===== src/pkg/irc_params.svh =====
// constants for the infrared carrier and timer control block
`ifndef IRC_PARAMS_SVH
`define IRC_PARAMS_SVH

// register offsets on the local port
`define IRC_ADDR_CTL0 3'h0
`define IRC_ADDR_CTL1 3'h1
`define IRC_ADDR_TLOAD_LO 3'h2
`define IRC_ADDR_TLOAD_HI 3'h3
`define IRC_ADDR_STATUS 3'h4
`define IRC_ADDR_COUNT_LO 3'h5

// reset values
`define IRC_CTL0_RST 8'h03
`define IRC_CTL1_RST 8'h26

// carrier/timer control fields
`define IRC_C0_SEL_LO 0
`define IRC_C0_SEL_HI 1
`define IRC_C0_CARRIER_DIS 2
`define IRC_C0_PRESCALE 3
`define IRC_C0_ROM_LSB 4
`define IRC_C0_ROM_MSB 6

// port mode control fields
`define IRC_C1_S0_IN 0
`define IRC_C1_SCAN_OUT 1
`define IRC_C1_SENSE1_INDICATOR_PIN 2
`define IRC_C1_S2_REL 3
`define IRC_C1_S01_PD 4
`define IRC_C1_KEY_PD 5

// timer load high byte fields
`define IRC_TH_CNT8 0
`define IRC_TH_OUT_EN 1

// status fields
`define IRC_ST_RUN 0
`define IRC_ST_END 1
`define IRC_ST_OUT_EN 2
`define IRC_ST_CNT8 3

// timing in oscillator cycles
`define IRC_TICK_BASE 7'h3F
`define IRC_TICK_SLOW 7'h7F
`define IRC_CAR_P0 8'h08
`define IRC_CAR_P1 8'h40
`define IRC_CAR_P2 8'h60
`define IRC_CAR_THIRD_HI 8'h20

`endif


===== src/pkg/irc_pkg.sv =====
// types for the infrared carrier and timer control block
package irc_pkg;

   typedef enum logic [1:0] {
      TMR_IDLE = 2'b01,
      TMR_RUN = 2'b10
   } irc_tmr_e;

   typedef struct packed {
      irc_tmr_e state;
      logic [8:0] count;
      logic [6:0] tick;
   } irc_tmr_s;

   typedef struct packed {
      logic [7:0] phase;
      logic out;
   } irc_car_s;

   typedef struct packed {
      logic [6:0] ctl0;
      logic [5:0] ctl1;
      logic [7:0] tload_lo;
      logic out_en;
      logic [7:0] rdata;
   } irc_top_s;

endpackage : irc_pkg


===== src/rtl/irc_timer.sv =====
// 9-bit down counter with tick prescaler and zero detect
`timescale 1ns/10ps
`include "irc_params.svh"

module irc_timer (
   input wire logic ref_clk,
   input wire logic rstn,
   input wire logic load,
   input wire logic [8:0] load_val,
   input wire logic prescale,
   output logic running,
   output logic [8:0] count,
   output logic zero_end
);

   irc_pkg::irc_tmr_s st_ff;
   irc_pkg::irc_tmr_s nxt_st;
   logic [6:0] tick_last;
   logic tick;

   assign tick_last = prescale ? `IRC_TICK_SLOW : `IRC_TICK_BASE;
   assign tick = (st_ff.tick >= tick_last);

   always_comb begin
      nxt_st = st_ff;
      if (load) begin
         nxt_st.count = load_val;
         nxt_st.tick = 7'h00;
         // a zero load leaves the timer stopped
         nxt_st.state = (load_val != 9'h000) ? irc_pkg::TMR_RUN : irc_pkg::TMR_IDLE;
      end else begin
         unique case (st_ff.state)
            irc_pkg::TMR_IDLE: begin
               nxt_st.tick = 7'h00;
            end
            irc_pkg::TMR_RUN: begin
               nxt_st.tick = tick ? 7'h00 : st_ff.tick + 7'h01;
               if (tick) begin
                  // one extra tick at zero gives (count + 1) periods
                  if (st_ff.count == 9'h000) begin
                     nxt_st.state = irc_pkg::TMR_IDLE;
                  end else begin
                     nxt_st.count = st_ff.count - 9'h001;
                  end
               end
            end
            default: begin
               nxt_st.state = irc_pkg::TMR_IDLE;
            end
         endcase
      end
   end

   always_ff @(posedge ref_clk or negedge rstn) begin
      if (!rstn) begin
         st_ff <= '{state: irc_pkg::TMR_IDLE, count: 9'h000, tick: 7'h00};
      end else begin
         st_ff <= nxt_st;
      end
   end

   assign running = (st_ff.state == irc_pkg::TMR_RUN);
   assign count = st_ff.count;
   assign zero_end = (st_ff.state == irc_pkg::TMR_IDLE) && (st_ff.count == 9'h000);

endmodule : irc_timer


===== src/rtl/irc_carrier.sv =====
// carrier generator synchronised to the timer run state
`timescale 1ns/10ps
`include "irc_params.svh"

module irc_carrier (
   input wire logic ref_clk,
   input wire logic rstn,
   input wire logic run,
   input wire logic [1:0] sel,
   input wire logic prescale,
   output logic carrier
);

   irc_pkg::irc_car_s st_ff;
   irc_pkg::irc_car_s nxt_st;
   logic [7:0] period;
   logic [7:0] high_len;
   logic [7:0] step;

   always_comb begin
      unique case (sel)
         2'b00: period = `IRC_CAR_P0;
         2'b01: period = `IRC_CAR_P1;
         default: period = `IRC_CAR_P2;
      endcase
      high_len = (sel == 2'b11) ? `IRC_CAR_THIRD_HI : {1'b0, period[7:1]};
      if (prescale) begin
         period = {period[6:0], 1'b0};
         high_len = {high_len[6:0], 1'b0};
      end
   end

   always_comb begin
      nxt_st = st_ff;
      step = (st_ff.phase >= period - 8'h01) ? 8'h00 : st_ff.phase + 8'h01;
      if (run) begin
         // each period opens with its high phase
         nxt_st.phase = step;
         nxt_st.out = (step < high_len);
      end else if (st_ff.out && (step < high_len) && (step != 8'h00)) begin
         // finish the high phase already under way
         nxt_st.phase = step;
         nxt_st.out = 1'b1;
      end else begin
         nxt_st.phase = 8'h00;
         nxt_st.out = 1'b0;
      end
   end

   always_ff @(posedge ref_clk or negedge rstn) begin
      if (!rstn) begin
         st_ff <= '{phase: 8'h00, out: 1'b0};
      end else begin
         st_ff <= nxt_st;
      end
   end

   assign carrier = st_ff.out;

endmodule : irc_carrier


===== src/rtl/irc_top.sv =====
// infrared carrier, timer and port mode control registers
//
// Decided for this implementation: the address map and the plain strobed port.
`timescale 1ns/10ps
`include "irc_params.svh"

// Contract
// - carrier/timer control resets to 0x03
// - select code picks carrier rate and duty
// - bit two gates carrier, high while the timer runs when off
// - prescale halves carrier, timer tick doubles
// - bits four-six give ROM pointer; bit7 zero
// - port mode control resets to 0x26
// - bit zero: sense0 input or off
// - bit one: scan port direction
// - bit two: sense1 input or indicator
// - bit three: sense2 release and pull-down
// - bits four, five: sense and key pull-downs
// - output or off pins drop pull-downs
// - timer: 9-bit counter, output flag, zero detect
// - nonzero load starts; zero load stays stopped
// - decrement every 64 or 128 cycles
// - at zero stop and hold end signal
// - end signal releases timer halt wait
// - interval is count plus one ticks
// - output flag drives indicator and IR pin
// - carrier finishes high phase after stop
// - first carrier high pulse may be short
module irc_top (
   input wire logic ref_clk,
   input wire logic rstn,
   input wire logic [2:0] reg_addr,
   input wire logic [7:0] reg_wdata,
   input wire logic reg_wr,
   input wire logic reg_rd,
   output logic [7:0] reg_rdata,
   input wire logic halt_wait,
   output logic halt_release,
   output logic timer_end,
   output logic ir_drive_pin,
   output logic sense1_indicator_pin_o,
   output logic sense1_indicator_pin_oe,
   output logic sense0_in_en,
   output logic sense0_pd_en,
   output logic sense1_pd_en,
   output logic sense2_pd_en,
   output logic sense2_stop_release_en,
   output logic key_input_pd_en,
   output logic [7:0] scan_io_port_oe,
   output logic scan_io_pd_en,
   output logic [2:0] rom_pointer_hi
);

   irc_pkg::irc_top_s st_ff;
   irc_pkg::irc_top_s nxt_st;

   logic carrier_sel_lo;
   logic carrier_sel_hi;
   logic carrier_disable;
   logic prescale_select;
   logic rom_pointer_bit_a;
   logic rom_pointer_bit_b;
   logic rom_pointer_bit_c;
   logic timer_output_enable;

   logic s0_in_mode;
   logic scan_out_mode;
   logic sense1_indicator_pin_mode;
   logic s2_release;
   logic s01_pd;
   logic key_pd;

   logic tmr_load;
   logic [8:0] tmr_load_val;
   logic tmr_running;
   logic [8:0] tmr_count;
   logic tmr_zero_end;
   logic carrier;
   logic [7:0] rd_val;

   // address decode shared by read and write paths
   function automatic logic hit(input logic [2:0] a, input logic [2:0] off);
      hit = (a == off);
   endfunction : hit

   // carrier/timer control fields
   assign carrier_sel_lo = st_ff.ctl0[`IRC_C0_SEL_LO];
   assign carrier_sel_hi = st_ff.ctl0[`IRC_C0_SEL_HI];
   assign carrier_disable = st_ff.ctl0[`IRC_C0_CARRIER_DIS];
   assign prescale_select = st_ff.ctl0[`IRC_C0_PRESCALE];
   assign rom_pointer_bit_a = st_ff.ctl0[`IRC_C0_ROM_LSB];
   assign rom_pointer_bit_b = st_ff.ctl0[`IRC_C0_ROM_LSB + 1];
   assign rom_pointer_bit_c = st_ff.ctl0[`IRC_C0_ROM_MSB];
   assign timer_output_enable = st_ff.out_en;

   // port mode control fields
   assign s0_in_mode = st_ff.ctl1[`IRC_C1_S0_IN];
   assign scan_out_mode = st_ff.ctl1[`IRC_C1_SCAN_OUT];
   assign sense1_indicator_pin_mode = st_ff.ctl1[`IRC_C1_SENSE1_INDICATOR_PIN];
   assign s2_release = st_ff.ctl1[`IRC_C1_S2_REL];
   assign s01_pd = st_ff.ctl1[`IRC_C1_S01_PD];
   assign key_pd = st_ff.ctl1[`IRC_C1_KEY_PD];

   // timer load: high byte write commits the staged low byte
   assign tmr_load = reg_wr && hit(reg_addr, `IRC_ADDR_TLOAD_HI);
   assign tmr_load_val = {reg_wdata[`IRC_TH_CNT8], st_ff.tload_lo};

   // read multiplexer
   always_comb begin
      rd_val = 8'h00;
      if (hit(reg_addr, `IRC_ADDR_CTL0)) begin
         rd_val = {1'b0, st_ff.ctl0};
      end else if (hit(reg_addr, `IRC_ADDR_CTL1)) begin
         rd_val = {2'b00, st_ff.ctl1};
      end else if (hit(reg_addr, `IRC_ADDR_TLOAD_LO)) begin
         rd_val = st_ff.tload_lo;
      end else if (hit(reg_addr, `IRC_ADDR_TLOAD_HI)) begin
         rd_val[`IRC_TH_OUT_EN] = st_ff.out_en;
      end else if (hit(reg_addr, `IRC_ADDR_STATUS)) begin
         rd_val[`IRC_ST_RUN] = tmr_running;
         rd_val[`IRC_ST_END] = tmr_zero_end;
         rd_val[`IRC_ST_OUT_EN] = st_ff.out_en;
         rd_val[`IRC_ST_CNT8] = tmr_count[8];
      end else if (hit(reg_addr, `IRC_ADDR_COUNT_LO)) begin
         rd_val = tmr_count[7:0];
      end
   end

   // register file next state
   always_comb begin
      nxt_st = st_ff;
      if (reg_wr) begin
         if (hit(reg_addr, `IRC_ADDR_CTL0)) begin
            nxt_st.ctl0 = reg_wdata[6:0];
         end
         if (hit(reg_addr, `IRC_ADDR_CTL1)) begin
            nxt_st.ctl1 = reg_wdata[5:0];
         end
         if (hit(reg_addr, `IRC_ADDR_TLOAD_LO)) begin
            nxt_st.tload_lo = reg_wdata;
         end
         if (hit(reg_addr, `IRC_ADDR_TLOAD_HI)) begin
            nxt_st.out_en = reg_wdata[`IRC_TH_OUT_EN];
         end
      end
      // read data stands for exactly the cycle after the strobe
      nxt_st.rdata = reg_rd ? rd_val : 8'h00;
   end

   always_ff @(posedge ref_clk or negedge rstn) begin
      if (!rstn) begin
         st_ff <= '{ctl0: 7'(`IRC_CTL0_RST),
                    ctl1: 6'(`IRC_CTL1_RST),
                    tload_lo: 8'h00,
                    out_en: 1'b0,
                    rdata: 8'h00};
      end else begin
         st_ff <= nxt_st;
      end
   end

   irc_timer u_timer (
      .ref_clk(ref_clk),
      .rstn(rstn),
      .load(tmr_load),
      .load_val(tmr_load_val),
      .prescale(prescale_select),
      .running(tmr_running),
      .count(tmr_count),
      .zero_end(tmr_zero_end)
   );

   // carrier restarts at its high phase on each timer start
   irc_carrier u_carrier (
      .ref_clk(ref_clk),
      .rstn(rstn),
      .run(tmr_running),
      .sel({carrier_sel_hi, carrier_sel_lo}),
      .prescale(prescale_select),
      .carrier(carrier)
   );

   assign reg_rdata = st_ff.rdata;

   // end of timing and halt release
   assign timer_end = tmr_zero_end;
   assign halt_release = halt_wait && tmr_zero_end;

   // IR pin: gated carrier, or plain high while the timer runs when carrier is off
   always_comb begin
      if (!timer_output_enable) begin
         ir_drive_pin = 1'b0;
      end else if (carrier_disable) begin
         ir_drive_pin = tmr_running;
      end else begin
         ir_drive_pin = carrier;
      end
   end

   // indicator: low while the timer runs with the output flag set, high otherwise
   assign sense1_indicator_pin_o = timer_output_enable ? !tmr_running : 1'b1;
   assign sense1_indicator_pin_oe = sense1_indicator_pin_mode;

   // pin modes and pull-downs; output or off pins never pull down
   assign sense0_in_en = s0_in_mode;
   assign sense0_pd_en = s0_in_mode && s01_pd;
   assign sense1_pd_en = !sense1_indicator_pin_mode && s01_pd;
   assign sense2_pd_en = s2_release;
   assign sense2_stop_release_en = s2_release;
   assign key_input_pd_en = key_pd;
   assign scan_io_port_oe = {8{scan_out_mode}};
   assign scan_io_pd_en = !scan_out_mode;

   assign rom_pointer_hi = {rom_pointer_bit_c, rom_pointer_bit_b, rom_pointer_bit_a};

endmodule : irc_top


===== config.mk =====
export PLATFORM = sky130hd
export DESIGN_NAME = irc_top
export DESIGN_NICKNAME = d
export VERILOG_FILES = /design/src/pkg/irc_pkg.sv /design/src/rtl/irc_timer.sv /design/src/rtl/irc_carrier.sv /design/src/rtl/irc_top.sv
export VERILOG_INCLUDE_DIRS = /design/src /design/src/pkg
export SDC_FILE = /design/constraint.sdc
export NUM_CORES = 1
export LEC_CHECK = 0
export BUFFER_PORTS_ARGS = -buffer_cell sky130_fd_sc_hd__clkbuf_2
export CAP_MARGIN = 10
export CORE_ASPECT_RATIO = 0.9
export CORE_MARGIN = 2
export CORE_UTILIZATION = 50
export DETAILED_ROUTE_END_ITERATION = 12
export PLACE_DENSITY = 0.71
export SLEW_MARGIN = 25
export SYNTH_ARGS = -nofsm -noshare
export SYNTH_HDL_FRONTEND = slang
export SYNTH_SLANG_ARGS = --single-unit

===== constraint.sdc =====
create_clock -name ref_clk -period 9.4 [get_ports ref_clk]
set_input_delay 0.94 -clock ref_clk [delete_from_list [all_inputs] [get_ports ref_clk]]
set_output_delay 0.94 -clock ref_clk [all_outputs]
set_load 0.05 [all_outputs]

# == Word level (Yosys, flattened, before mapping) ==
# Cells that the tools add are included.
# classes
addsub,4
mul,0
div_mod_pow,0
n_lt_le_gt_ge,3
eq_ne,13
shift,0
mux,30
n_bitwise,0
n_reduce_logical,24
# op_table
cell,count
two-way mux 8 bit,8
two-way mux 9 bit,4
one-hot mux 7 bit (2 select lines),2
two-way mux 18 bit,1
two-way mux 7 bit,2
two-way mux 6 bit,2
two-way mux 11 bit,1
zero test 9 bit,1
nonzero test 9 bit,1
subtractor 9 x 1 -> 9 bit (second input constant),1
adder 8 x 1 -> 8 bit (second input constant),1
greater-or-equal comparator 8 bit,1
less-than comparator 8 bit,1
two-way mux 4 bit,2
AND reduction 2 bit,4
nonzero test 8 bit,1
subtractor 8 x 1 -> 8 bit (second input constant),1
adder 7 x 1 -> 7 bit (second input constant),1
greater-or-equal comparator 7 bit,1
logical AND 1 bit,7
equality test 3 x 2 -> 1 bit (second input constant),2
equality test 3 bit (second input constant),2
!= test 3 x 2 -> 1 bit (second input constant),2
AND reduction 3 bit,2
12 further kinds,23
# word_totals
reg_bits,57
latchBits,0
mem_bits_rw,0
rom_bits,0
inputBits,16
output_inout_bits,31
word_cells,84
memories,0

# == Depth between registers and ports, before layout ==
# Gate-level depths: netlist of the first run.
# logic_depth
word_depth,11
ltp_mapped,14
ltp_nobuf,12

# == Cells and area by module ==
# From an unflattened synthesis of the first run, not the netlist that was laid out.
# hier_totals
hier_cells,364
area_unflattened_um2,3652.3
# modules_own_cells
module,n_inst,cells_each,area_per_inst_um2,seq_area_each_um2
irc_top,1,139,1651.6,757.0
irc_timer,1,133,1189.9,451.7
irc_carrier,1,92,810.8,225.2

# == Worst setup path after synthesis of the first run ==
# OpenSTA, ideal clock, no wires.
# synth_timing
path_kind,reg2reg
from,register st_ff (netlist bit carrier_sel_lo)
to,register u_carrier.st_ff[2] (netlist name)
arrival_time_ps,3317
t_required_ps,9265
setup_slack_ps,5948
stages_incl_launch_ff,15
path_buffers,2
synth_period_minus_slack_ps,3452
cell_sequence,dfstp_2 > clkbuf_1 > nor2b_1 > mux2i_1 > ha_1 > nand4_1 > o221ai_1 > clkbuf_1 > nor2_1 > ha_1 > nand3_1 > or2_2 > and3_1 > a31oi_2 > nor3b_1
# synth_rtl
item,line,source
start: declaration,irc_top.sv:54,irc_pkg::irc_top_s st_ff;
start signal: assignment,irc_top.sv:152,"st_ff <= '{ctl0: 7'(`IRC_CTL0_RST),"
start signal: assignment,irc_top.sv:158,st_ff <= nxt_st;
end signal: assignment,irc_carrier.sv:52,"st_ff <= '{phase: 8'h00, out: 1'b0};"
end signal: assignment,irc_carrier.sv:54,st_ff <= nxt_st;
end: declaration,irc_carrier.sv:14,irc_pkg::irc_car_s st_ff;

==> results of run 1 <==
==> flip-flops by register name (all words and copies together) (netlist names), 3 cells and up <==
signal / flops
u_timer.count: 9
u_timer.st_ff: 9
u_carrier.st_ff: 8
st_ff: 8
rom_pointer_hi: 3
reg_rdata: 8
==> kinds of logic after synthesis <==
group | Yosys count
AO/OA/AOI/OAI | 65
XOR/XNOR | 20
adder cells (fa/ha/maj) | 13
buffers and inverters | 44
flip-flops | 57
multiplexers | 24
AND/OR/NAND/NOR | 131
==> placed cells by master (no fill, tap or decap), types with 2 or more instances in the layout <==
master and n:
clkbuf_2 46, inv_1 11, clkinvlp_4 3, nand2b_1 2, buf_4 2, nor4_2 3
dfrtp_1 51, a21oi_1 21, a21o_1 2, nor4_1 2, o22a_1 2, clkbuf_8 10
mux2i_1 5, o21ai_0 20, mux2_2 19, xnor2_1 9, a31oi_1 5, nor2b_1 4
nand4_1 4, and3_1 8, xor2_1 11, or3_1 3, o221ai_1 2, dfstp_2 6
nor3b_1 5, nor3_1 14, nand2_1 33, nor2_1 31, nand3_1 7, a31o_2 2
ha_1 13, and2_1 4
==> worst max path at each step <==
stage	from	endpoint	slack (ps)	cells after the start
final	carrier_sel_lo	u_carrier.st_ff[3]	5850	12
after global routing	carrier_sel_lo	u_carrier.st_ff[3]	5620	12
after CTS	carrier_sel_lo	u_carrier.st_ff[3]	5540	12
after detailed placement	carrier_sel_lo	u_carrier.st_ff[3]	5570	12
after global placement	carrier_sel_lo	u_carrier.st_ff[3]	5740	12
after floorplan	carrier_sel_lo	u_carrier.st_ff[2]	5950	14
==> area by class of cell <==
class | count | share of cell area [%]
repair buffers | 48 | 6.58
clock buffers | 10 | 3.69
clock inverters | 6 | 1.78
well taps | 90 | 3.02
inverters | 11 | 1.11
flip-flops and latches | 57 | 38.5
multi-input cells | 253 | 45.3
==> synth_stat cells (6+ instances only) <==
master,n,area (um2)
dfrtp_1,51,1280
nand2_1,33,124
nor2_1,31,116
a21oi_1,21,105
buf_4,20,150
o21ai_0,20,100
mux2_2,19,214
nor3_1,14,70.1
ha_1,13,163
inv_1,11,41.3
xor2_1,11,96.3
clkbuf_1,9,33.8
xnor2_1,9,78.8
and3_1,8,50.1
nand3_1,7,35.0
dfstp_2,6,158
==> routing by layer <==
metal	share of wire [%]	track usage, %	routed length, um
met2	48	35.9	3560
met4	1.0	7.08	78
met3	5.5	5.32	410
met5	0	0	0
met1	46	29.3	3430
==> worst max-delay path: cells and delay by family (launching register included) <==
kind                       cells  cell delay (ps)
AOI/OAI and AO/OA              2              870
DFF                            1              610
and+or+nand+nor                7             1150
muxes                          1              100
adders and majority gates      2              650
==> report_power, final <==
group	switching [mW]	leakage, nW	internal (mW)
registers	0.0448	0.722	0.283
logic	0.138	0.888	0.0667
clock network	0.105	0.0949	0.130
total	0.288	1.70	0.479
==> flow_summary.yaml, run 1 <==
grt:
  grt_start_max_net_pins: 58
  grt_usage_pct: 22.0
  grt_pass1_vias: 2522
  overflow: 0
  antenna_found_initial: 0
  grt_pass1_wl_um: 12500
clock_network:
  ctsHoldBuffers: 0
  clock_latency_ps: 340
  clk_pin_slew_ps: 70
  cts_tree: "built"
  clock-sinks: 57
  ctsHtreeMaxLevel: 3
  cts_max_path_buffers: 2
  root_buffer: "clkbuf_8"
  numCtsBuffers: 9
  cts_resized: 0
  post_cts_buffers: 0
layout:
  fill_cells: 602
  area_growth_pct: 11.1
  drive_gt1_share_pct: 26.5
  final_area_um2: 3720
  utilization_pct: 56.9
  fin_cells: 475
  final_nets: 409
  seq_area_um2: 1430
  n_antenna_cell: 0
  multi_input_area_um2: 1690
job:
  maxCapViolations: 0
logic_synthesis:
  synth-xor-area-share_pct: 5.22
  synth-compound-area-share_pct: 11.8
  netlist_instances: 354
  avgSynthCellArea_um2: 9.47
  async_flop_share_pct: 100
  synth_adder_area_share_pct: 4.85
  synth.distinct_cells: 53
  ys_warn_count: 0
  synth_top_family_by_area: "simple AND/OR/NAND/NOR gates"
  yosysSeqAreaShare_pct: 42.8
  synth_fp_nets: 383
  synth_edf_count: 0
  synth_area_um2: 3350
  yosys_register_bits: 57
  synth_mux_area_share_pct: 7.87
  synth-simple-area-share_pct: 20.3
  yosys_most_used_dff: "dfrtp_1"
timing:
  slew_headroom_pct: 52.1
  period_share_pct: 37.7
  clock_skew_ps: 10.5
  hold_viol: 0
  post-route-min-period_ps: 3550
  tns_ps: 0
  rsz0062_at_grt: "no"
  drv_slew: 0
  max_freq_mhz: 282
  hold_slack_ps: 538
  setup_viol: 0
  layout_setup_ws_ps: 5850
  tightest_slew_ps: 716
power:
  ir_worst_vdd_uv: 134
  leakagePower_nw: 1.70
  power_density_nw_per_um2: 206
  p_total_mw: 0.767
setup_path:
  cp_max_fo: 15
  cp_slowest_cell: "dfstp_2"
  end_kind: "register"
  crit_required_ps: 9590
  r2r-end: "u_carrier.st_ff[3]"
  r2r_start: "carrier_sel_lo"
  worstSetupPathType: "register to register"
  max_stage_delay_ps: 610
  reg2reg_depth: 12
  cp_cell_sequence: "nor2b_1, mux2i_1, ha_1, nand4_1, o221ai_2, nor2_1, ha_1, nand3_1, or2_2, and3_1, a31oi_2, nor3b_1"
  start_kind: "register"
  cp_common_cell: "ha_1"
  arrival_ps: 3730
  rrSetupSlack_ps: 5850
drt:
  dr_total_vias: 2695
  vias_per_cell: 5.67
  ant_nets: 0
  drt-wirelength-per-cell_um: 15.7
  firstDrtPassIters: 4
  drt_iter0_drc: 138
  wl_um: 7470
  drcViolationCount: 0
placement:
  io_buffers: 46
  place_ws_ps: 5570
  globalplace.congestion: 0.824
  placedInstanceArea_um2: 3510
  dp_cells: 459
  dp_hpwl_um: 5360
worst_hold_path:
  hold_path_depth: 2
  worstHoldEndpoint: "sense1_indicator_pin_oe"
  min_path_type: "register to register"
  worstHoldStart: "sense1_indicator_pin_oe"
floorplan:
  core_um2: 6550
  num_rows: 28
  die_w_um: 90.3
  start_util_pct: 51.2
  die_area_um2: 7380
  die_y_um: 81.7
  top_level_ports: 47
status:
  status: "completed"
(Power assumes the default switching activity.)
==> run 2: changes to the inputs <==
--- a/config.mk
+++ b/config.mk
@@ -6,6 +6,7 @@
 export SDC_FILE = /design/constraint.sdc
 export NUM_CORES = 1
 export LEC_CHECK = 0
+export ABC_AREA = 1
 export BUFFER_PORTS_ARGS = -buffer_cell sky130_fd_sc_hd__clkbuf_2
 export CAP_MARGIN = 10
 export CORE_ASPECT_RATIO = 0.9
==> constraint.sdc (replaced) <==
create_clock -name ref_clk -period 3.6 [get_ports ref_clk]
set_input_delay 0.36 -clock ref_clk [delete_from_list [all_inputs] [get_ports ref_clk]]
set_output_delay 0.36 -clock ref_clk [all_outputs]
set_load 0.05 [all_outputs]
==> flow_summary.yaml, run 2 <==
drt:
  drt-wirelength-per-cell_um: 13.5
  vias_per_cell: 5.20
  firstDrtPassIters: 5
  dr_total_vias: 2873
  drcViolationCount: 0
  drt_iter0_drc: 221
  ant_nets: 0
  wl_um: 7460
layout:
  drive_gt1_share_pct: 23.5
  most-common-layout-cells: "nand2_1, inv_1, dfrtp_1, clkbuf_2, o21ai_0"
  final_nets: 487
  utilization_pct: 57.4
  final_area_um2: 3800
  n_antenna_cell: 0
  layout_commonest_cell: "nand2_1"
  area_growth_pct: 10.6
floorplan:
  die_area_um2: 7540
  die_w_um: 91.3
  num_rows: 28
  die_y_um: 82.6
  top_level_ports: 47
  start_util_pct: 51.8
  core_um2: 6620
setup_path:
  cp_num_cells: 17
  worst_path_dominant_cell_family: "simple AND/OR/NAND/NOR gates"
  end_kind: "register"
  cp.buffers_inverters: 1
  crit_required_ps: 3860
  worstSetupPathType: "register to register"
  cp_cell_sequence: "nor2_2, inv_1, o21ai_0, ha_1, nand2_1, nand2_1, a21oi_4, nand2_4, nor2_2, ha_1, a21oi_1, nor2_1, nor3_2, nand2_2, nor2_4, nor2_8, nor2_2"
  max_stage_delay_ps: 570
  start_kind: "register"
  cp_max_fo: 7
  arrival_ps: 3100
  reg2reg_depth: 17
  cp_common_cell: "nor2_2"
  cp_slowest_cell: "dfstp_2"
timing:
  max_freq_mhz: 352
  hold_viol: 0
  rsz0062_at_grt: "no"
  post-route-min-period_ps: 2840
  clock_skew_ps: 11.2
  setup_viol: 0
  tns_ps: 0
  tightest_slew_ps: 517
  hold_slack_ps: 274
  period_share_pct: 79.0
  slew_headroom_pct: 65.5
  drv_slew: 0
placement:
  globalplace.congestion: 0.878
  dp_hpwl_um: 5670
  placedInstanceArea_um2: 3610
  io_buffers: 46
grt:
  use_met3_pct: 3.99
  overflow: 0
  grt_util_met2_pct: 36.9
  grt_util_met1_pct: 28.7
  grt_pass1_wl_um: 12800
  busiest_layer: "met2"
  grt_usage_pct: 21.6
  antenna_found_initial: 0
  grt_start_max_net_pins: 42
  grt_pass1_vias: 2676
logic_synthesis:
  yosysSeqAreaShare_pct: 41.8
  async_flop_share_pct: 100
  yosys_most_used_dff: "dfrtp_1"
  netlist_instances: 424
  synth_edf_count: 0
  synth_fp_nets: 453
  yosysMostFrequentCell: "nand2_1"
  synth.distinct_cells: 42
  avgSynthCellArea_um2: 8.09
  ys_warn_count: 0
  synth_area_leaders: "dfrtp_1, nand2_1, inv_1, o21ai_0, ha_1"
  synth_area_leader_cell: "dfrtp_1"
  yosys-top-cells-count: "nand2_1, inv_1, dfrtp_1"
  yosys_register_bits: 57
  synth_top_area_share_pct: 37.2
  synth_area_um2: 3430
power:
  leakagePower_nw: 1.91
  ir_worst_vdd_uv: 374
  power_density_nw_per_um2: 500
clock_network:
  cts_tree: "built"
  numCtsBuffers: 9
  ctsHtreeMaxLevel: 3
  cts_max_path_buffers: 2
  clock_latency_ps: 330
  root_buffer: "clkbuf_8"
  clock-sinks: 57
  clk_pin_slew_ps: 70
  cts_resized: 0
job:
  maxCapViolations: 0
worst_hold_path:
  hold_path_depth: 3
  min_path_type: "input pin to register"
status:
  status: "completed"
## run 2: cell count changes in the layout (fill, tap and decap cells not counted), sizes merged, moves of 5 or more
| cell | change |
|---|---|
| a21oi | -6 |
| and3 | -9 |
| inv | +51 |
| mux2 | -19 |
| mux2i | -5 |
| nand2 | +64 |
| nand3 | +16 |
| nor2 | +14 |
| nor3 | -10 |
| nor3b | -5 |
| o211ai | +5 |
| o21ai | +13 |
| o221ai | +6 |
| xnor2 | -6 |
## run 2: area by class of cell
class | instances | area (um2)
Timing Repair Buffer | 49 | 255
Clock inverter | 5 | 31.3
Tap cell | 90 | 113
Sequential cell | 57 | 1430
Clock buffer | 11 | 141
Multi-Input combinational cell | 277 | 1580
Fill cell | 629 | 2820
Inverter | 64 | 240
## run 2: tightest hold or removal path, stage by stage
cell      delay (ps)
clkbuf_2          80
inv_1             70
o21ai_0           90
## run 2: power by group
| group | total (mW) | internal (mW) | switching [mW] |
|---|---|---|---|
| Combinational | 0.563 | 0.154 | 0.409 |
| Sequential | 0.807 | 0.728 | 0.0789 |
| Clock | 0.527 | 0.266 | 0.261 |
## run 2: per-layer routing
layer,part of all wire [%],vias to the layer above
met4,0.74,0
met1,46,1352
met3,5.3,8
li1,-,1433
met5,0,-
met2,48,80
## run 2: repair_timing
item,in CTS,in global routing
hold buffers,1,0
hold endpoints to repair,15,0
setup buffers,0,0
setup endpoints to repair,0,0
## run 2: logic make-up (layout without fill, tap and decap cells)
logic type | after synthesis | in the layout | synth area share (%)
xor gates and xnor gates | 10 | 10 | 2.55
DFF | 57 | 57 | 41.8
adders and majority gates | 13 | 13 | 4.74
AOI/OAI and AO/OA | 76 | 76 | 13.6
and+or+nand+nor | 178 | 178 | 25.2
buffers and inverters | 90 | 129 | 12.1
## run 2: path summary, 6_finish.rpt
check / start / end / slack [ps]
hold reg to reg: st_ff[15] / st_ff[15] / 490
hold / removal: reg_wdata[5] / key_input_pd_en / 270
setup reg to reg: carrier_sel_lo / u_carrier.st_ff[4] / 760
min in group asynchronous: rstn / rom_pointer_hi[0] / 490
setup / recovery: carrier_sel_lo / u_carrier.st_ff[4] / 760
max in group asynchronous: rstn / u_timer.st_ff[16] / 2230
## run 2: per-stage QoR
step / setup slack [ps] / power [mW] / std cells
3_3_place_gp: 857 / 1.36 / 536
6_report: 756 / 1.90 / 553
2_1_floorplan: 957 / 1.27 / 424
3_5_place_dp: 761 / 1.38 / 536
4_1_cts: 738 / 1.91 / 553
5_1_grt: 520 / 2.01 / 553
==> run 3: changes to the inputs <==
--- a/config.mk
+++ b/config.mk
@@ -6,14 +6,14 @@
 export SDC_FILE = /design/constraint.sdc
 export NUM_CORES = 1
 export LEC_CHECK = 0
-export ABC_AREA = 1
+export ABC_AREA = 0
 export BUFFER_PORTS_ARGS = -buffer_cell sky130_fd_sc_hd__clkbuf_2
 export CAP_MARGIN = 10
 export CORE_ASPECT_RATIO = 0.9
 export CORE_MARGIN = 2
 export CORE_UTILIZATION = 50
 export DETAILED_ROUTE_END_ITERATION = 12
-export PLACE_DENSITY = 0.71
+export PLACE_DENSITY = 0.74
 export SLEW_MARGIN = 25
 export SYNTH_ARGS = -nofsm -noshare
 export SYNTH_HDL_FRONTEND = slang
==> constraint.sdc (replaced) <==
create_clock -name ref_clk -period 2.4 [get_ports ref_clk]
set_input_delay 0.24 -clock ref_clk [delete_from_list [all_inputs] [get_ports ref_clk]]
set_output_delay 0.24 -clock ref_clk [all_outputs]
set_load 0.05 [all_outputs]
==> flow_summary.yaml, run 3 (synthesized netlist as in run 1, its figures left out) <==
setup_path:
  cp.buffers_inverters: 0
  r2r-end: "u_carrier.st_ff[4]"
  cp_common_cell: "ha_1"
  arrival_ps: 3180
  cp_max_fo: 7
  reg2reg_depth: 12
  crit_required_ps: 2610
  start_kind: "register"
  worstSetupPathType: "register to register"
  max_stage_delay_ps: 560
  cp_cell_sequence: "nor2b_4, mux2i_1, ha_1, nand4_1, o221ai_4, nor2_1, ha_1, nand3_2, or2_4, and3_4, a31oi_4, nor3_2"
  end_kind: "register"
  r2r_start: "carrier_sel_lo"
  worst_path_dominant_cell_family: "simple AND/OR/NAND/NOR gates"
  rrSetupSlack_ps: -580
  cp_slowest_cell: "dfstp_2"
drt:
  firstDrtPassIters: 4
  drt-wirelength-per-cell_um: 16.2
  dr_total_vias: 2770
  drcViolationCount: 0
  drt_iter0_drc: 187
  vias_per_cell: 5.52
  ant_nets: 0
  wl_um: 8130
grt:
  grt_pass1_vias: 2793
  antenna_found_initial: 0
  grt_start_max_net_pins: 31
  overflow: 0
  grt_pass1_wl_um: 13700
  grt_usage_pct: 24.2
layout:
  fill_cells: 560
  n_antenna_cell: 0
  final_nets: 436
  drive_gt1_share_pct: 34.2
  area_growth_pct: 21.3
  utilization_pct: 62.1
  final_area_um2: 4070
  fin_cells: 502
  layout_commonest_cell: "dfrtp_1"
  most-common-layout-cells: "dfrtp_1, clkbuf_2, nand2_1, nor2_1, buf_4"
clock_network:
  root_buffer: "clkbuf_8"
  clock_latency_ps: 340
  cts_max_path_buffers: 2
  ctsHtreeMaxLevel: 3
  clk_pin_slew_ps: 70
  cts_tree: "built"
  numCtsBuffers: 9
  clock-sinks: 57
placement:
  globalplace.congestion: 0.855
  dp_cells: 483
  io_buffers: 46
  dp_hpwl_um: 5960
  placedInstanceArea_um2: 3770
floorplan:
  die_w_um: 90.3
  start_util_pct: 51.2
  top_level_ports: 47
  core_um2: 6550
  die_area_um2: 7380
  die_y_um: 81.7
  num_rows: 28
timing:
  clock_skew_ps: 12.2
  rsz0062_at_grt: "yes"
  tightest_slew_ps: 723
  post-route-min-period_ps: 2980
  layout_setup_ws_ps: -576
  period_share_pct: 124
  max_freq_mhz: 336
  setup_viol: 8
  hold_viol: 0
  slew_headroom_pct: 51.8
  drv_slew: 0
worst_hold_path:
  min_path_type: "input pin to register"
  worstHoldStart: "reg_wdata[7]"
  hold_path_depth: 2
  worstHoldEndpoint: "st_ff[16]"
status:
  status: "finished with violations"
  violations: "negative setup slack"
power:
  ir_worst_vdd_uv: 530
  power_density_nw_per_um2: 756
  leakagePower_nw: 1.87
job:
  maxCapViolations: 0
run 3: through the flow:
step / hold slack, ps / setup WS (ps) / total power, mW / setup TNS (ps)
2_1_floorplan: -55.6 / -587 / 1.98 / -4250
3_3_place_gp: 321 / -398 / 2.12 / -2760
3_5_place_dp: 329 / -593 / 2.15 / -4000
4_1_cts: 123 / -517 / 3.07 / -3780
5_1_grt: 134 / -728 / 3.23 / -5410
6_report: 137 / -576 / 3.08 / -4260
run 3: area by class of cell:
class | instances | area, um2 | share of cell area [%]
Multi-Input combinational cell | 253 | 1820 | 44.6
Timing Repair Buffer | 75 | 465 | 11.4
Inverter | 11 | 41.3 | 1.02
Clock buffer | 11 | 141 | 3.48
Sequential cell | 57 | 1430 | 35.3
Tap cell | 90 | 113 | 2.77
Clock inverter | 5 | 56.3 | 1.38
run 3: how the worst max path moves through the flow:
stage	from	endpoint	slack (ps)	cells after the start
global route	carrier_sel_lo	u_carrier.st_ff[5]	-730	12
floorplan	carrier_sel_lo	u_carrier.st_ff[4]	-590	14
CTS	carrier_sel_lo	u_carrier.st_ff[4]	-520	12
global placement	carrier_sel_lo	u_carrier.st_ff[4]	-400	12
finish	carrier_sel_lo	u_carrier.st_ff[4]	-580	12
detailed placement	carrier_sel_lo	u_carrier.st_ff[4]	-590	12
run 3: timing repair:
action / in CTS / in global routing
resized for setup: 6 / 6
hold endpoints to repair: 23 / 0
pin swaps: 10 / 0
buffers inserted: 2 / 0
setup endpoints to repair: 8 / 9
hold buffers: 1 / 0
run 3: metal layers:
layer / part of all wire (%) / global-route usage (%)
met5: 0 / 0
met4: 2.0 / 11.5
met3: 4.8 / 6.15
met2: 48 / 39.8
met1: 45 / 30.4
run 3: where the power goes:
part	leakage [nW]	switching, mW	total (mW)	internal (mW)
Clock	0.0993	0.384	0.890	0.505
Combinational	1.05	0.601	0.915	0.315
Sequential	0.722	0.163	1.27	1.11
Total	1.87	1.15	3.08	1.93
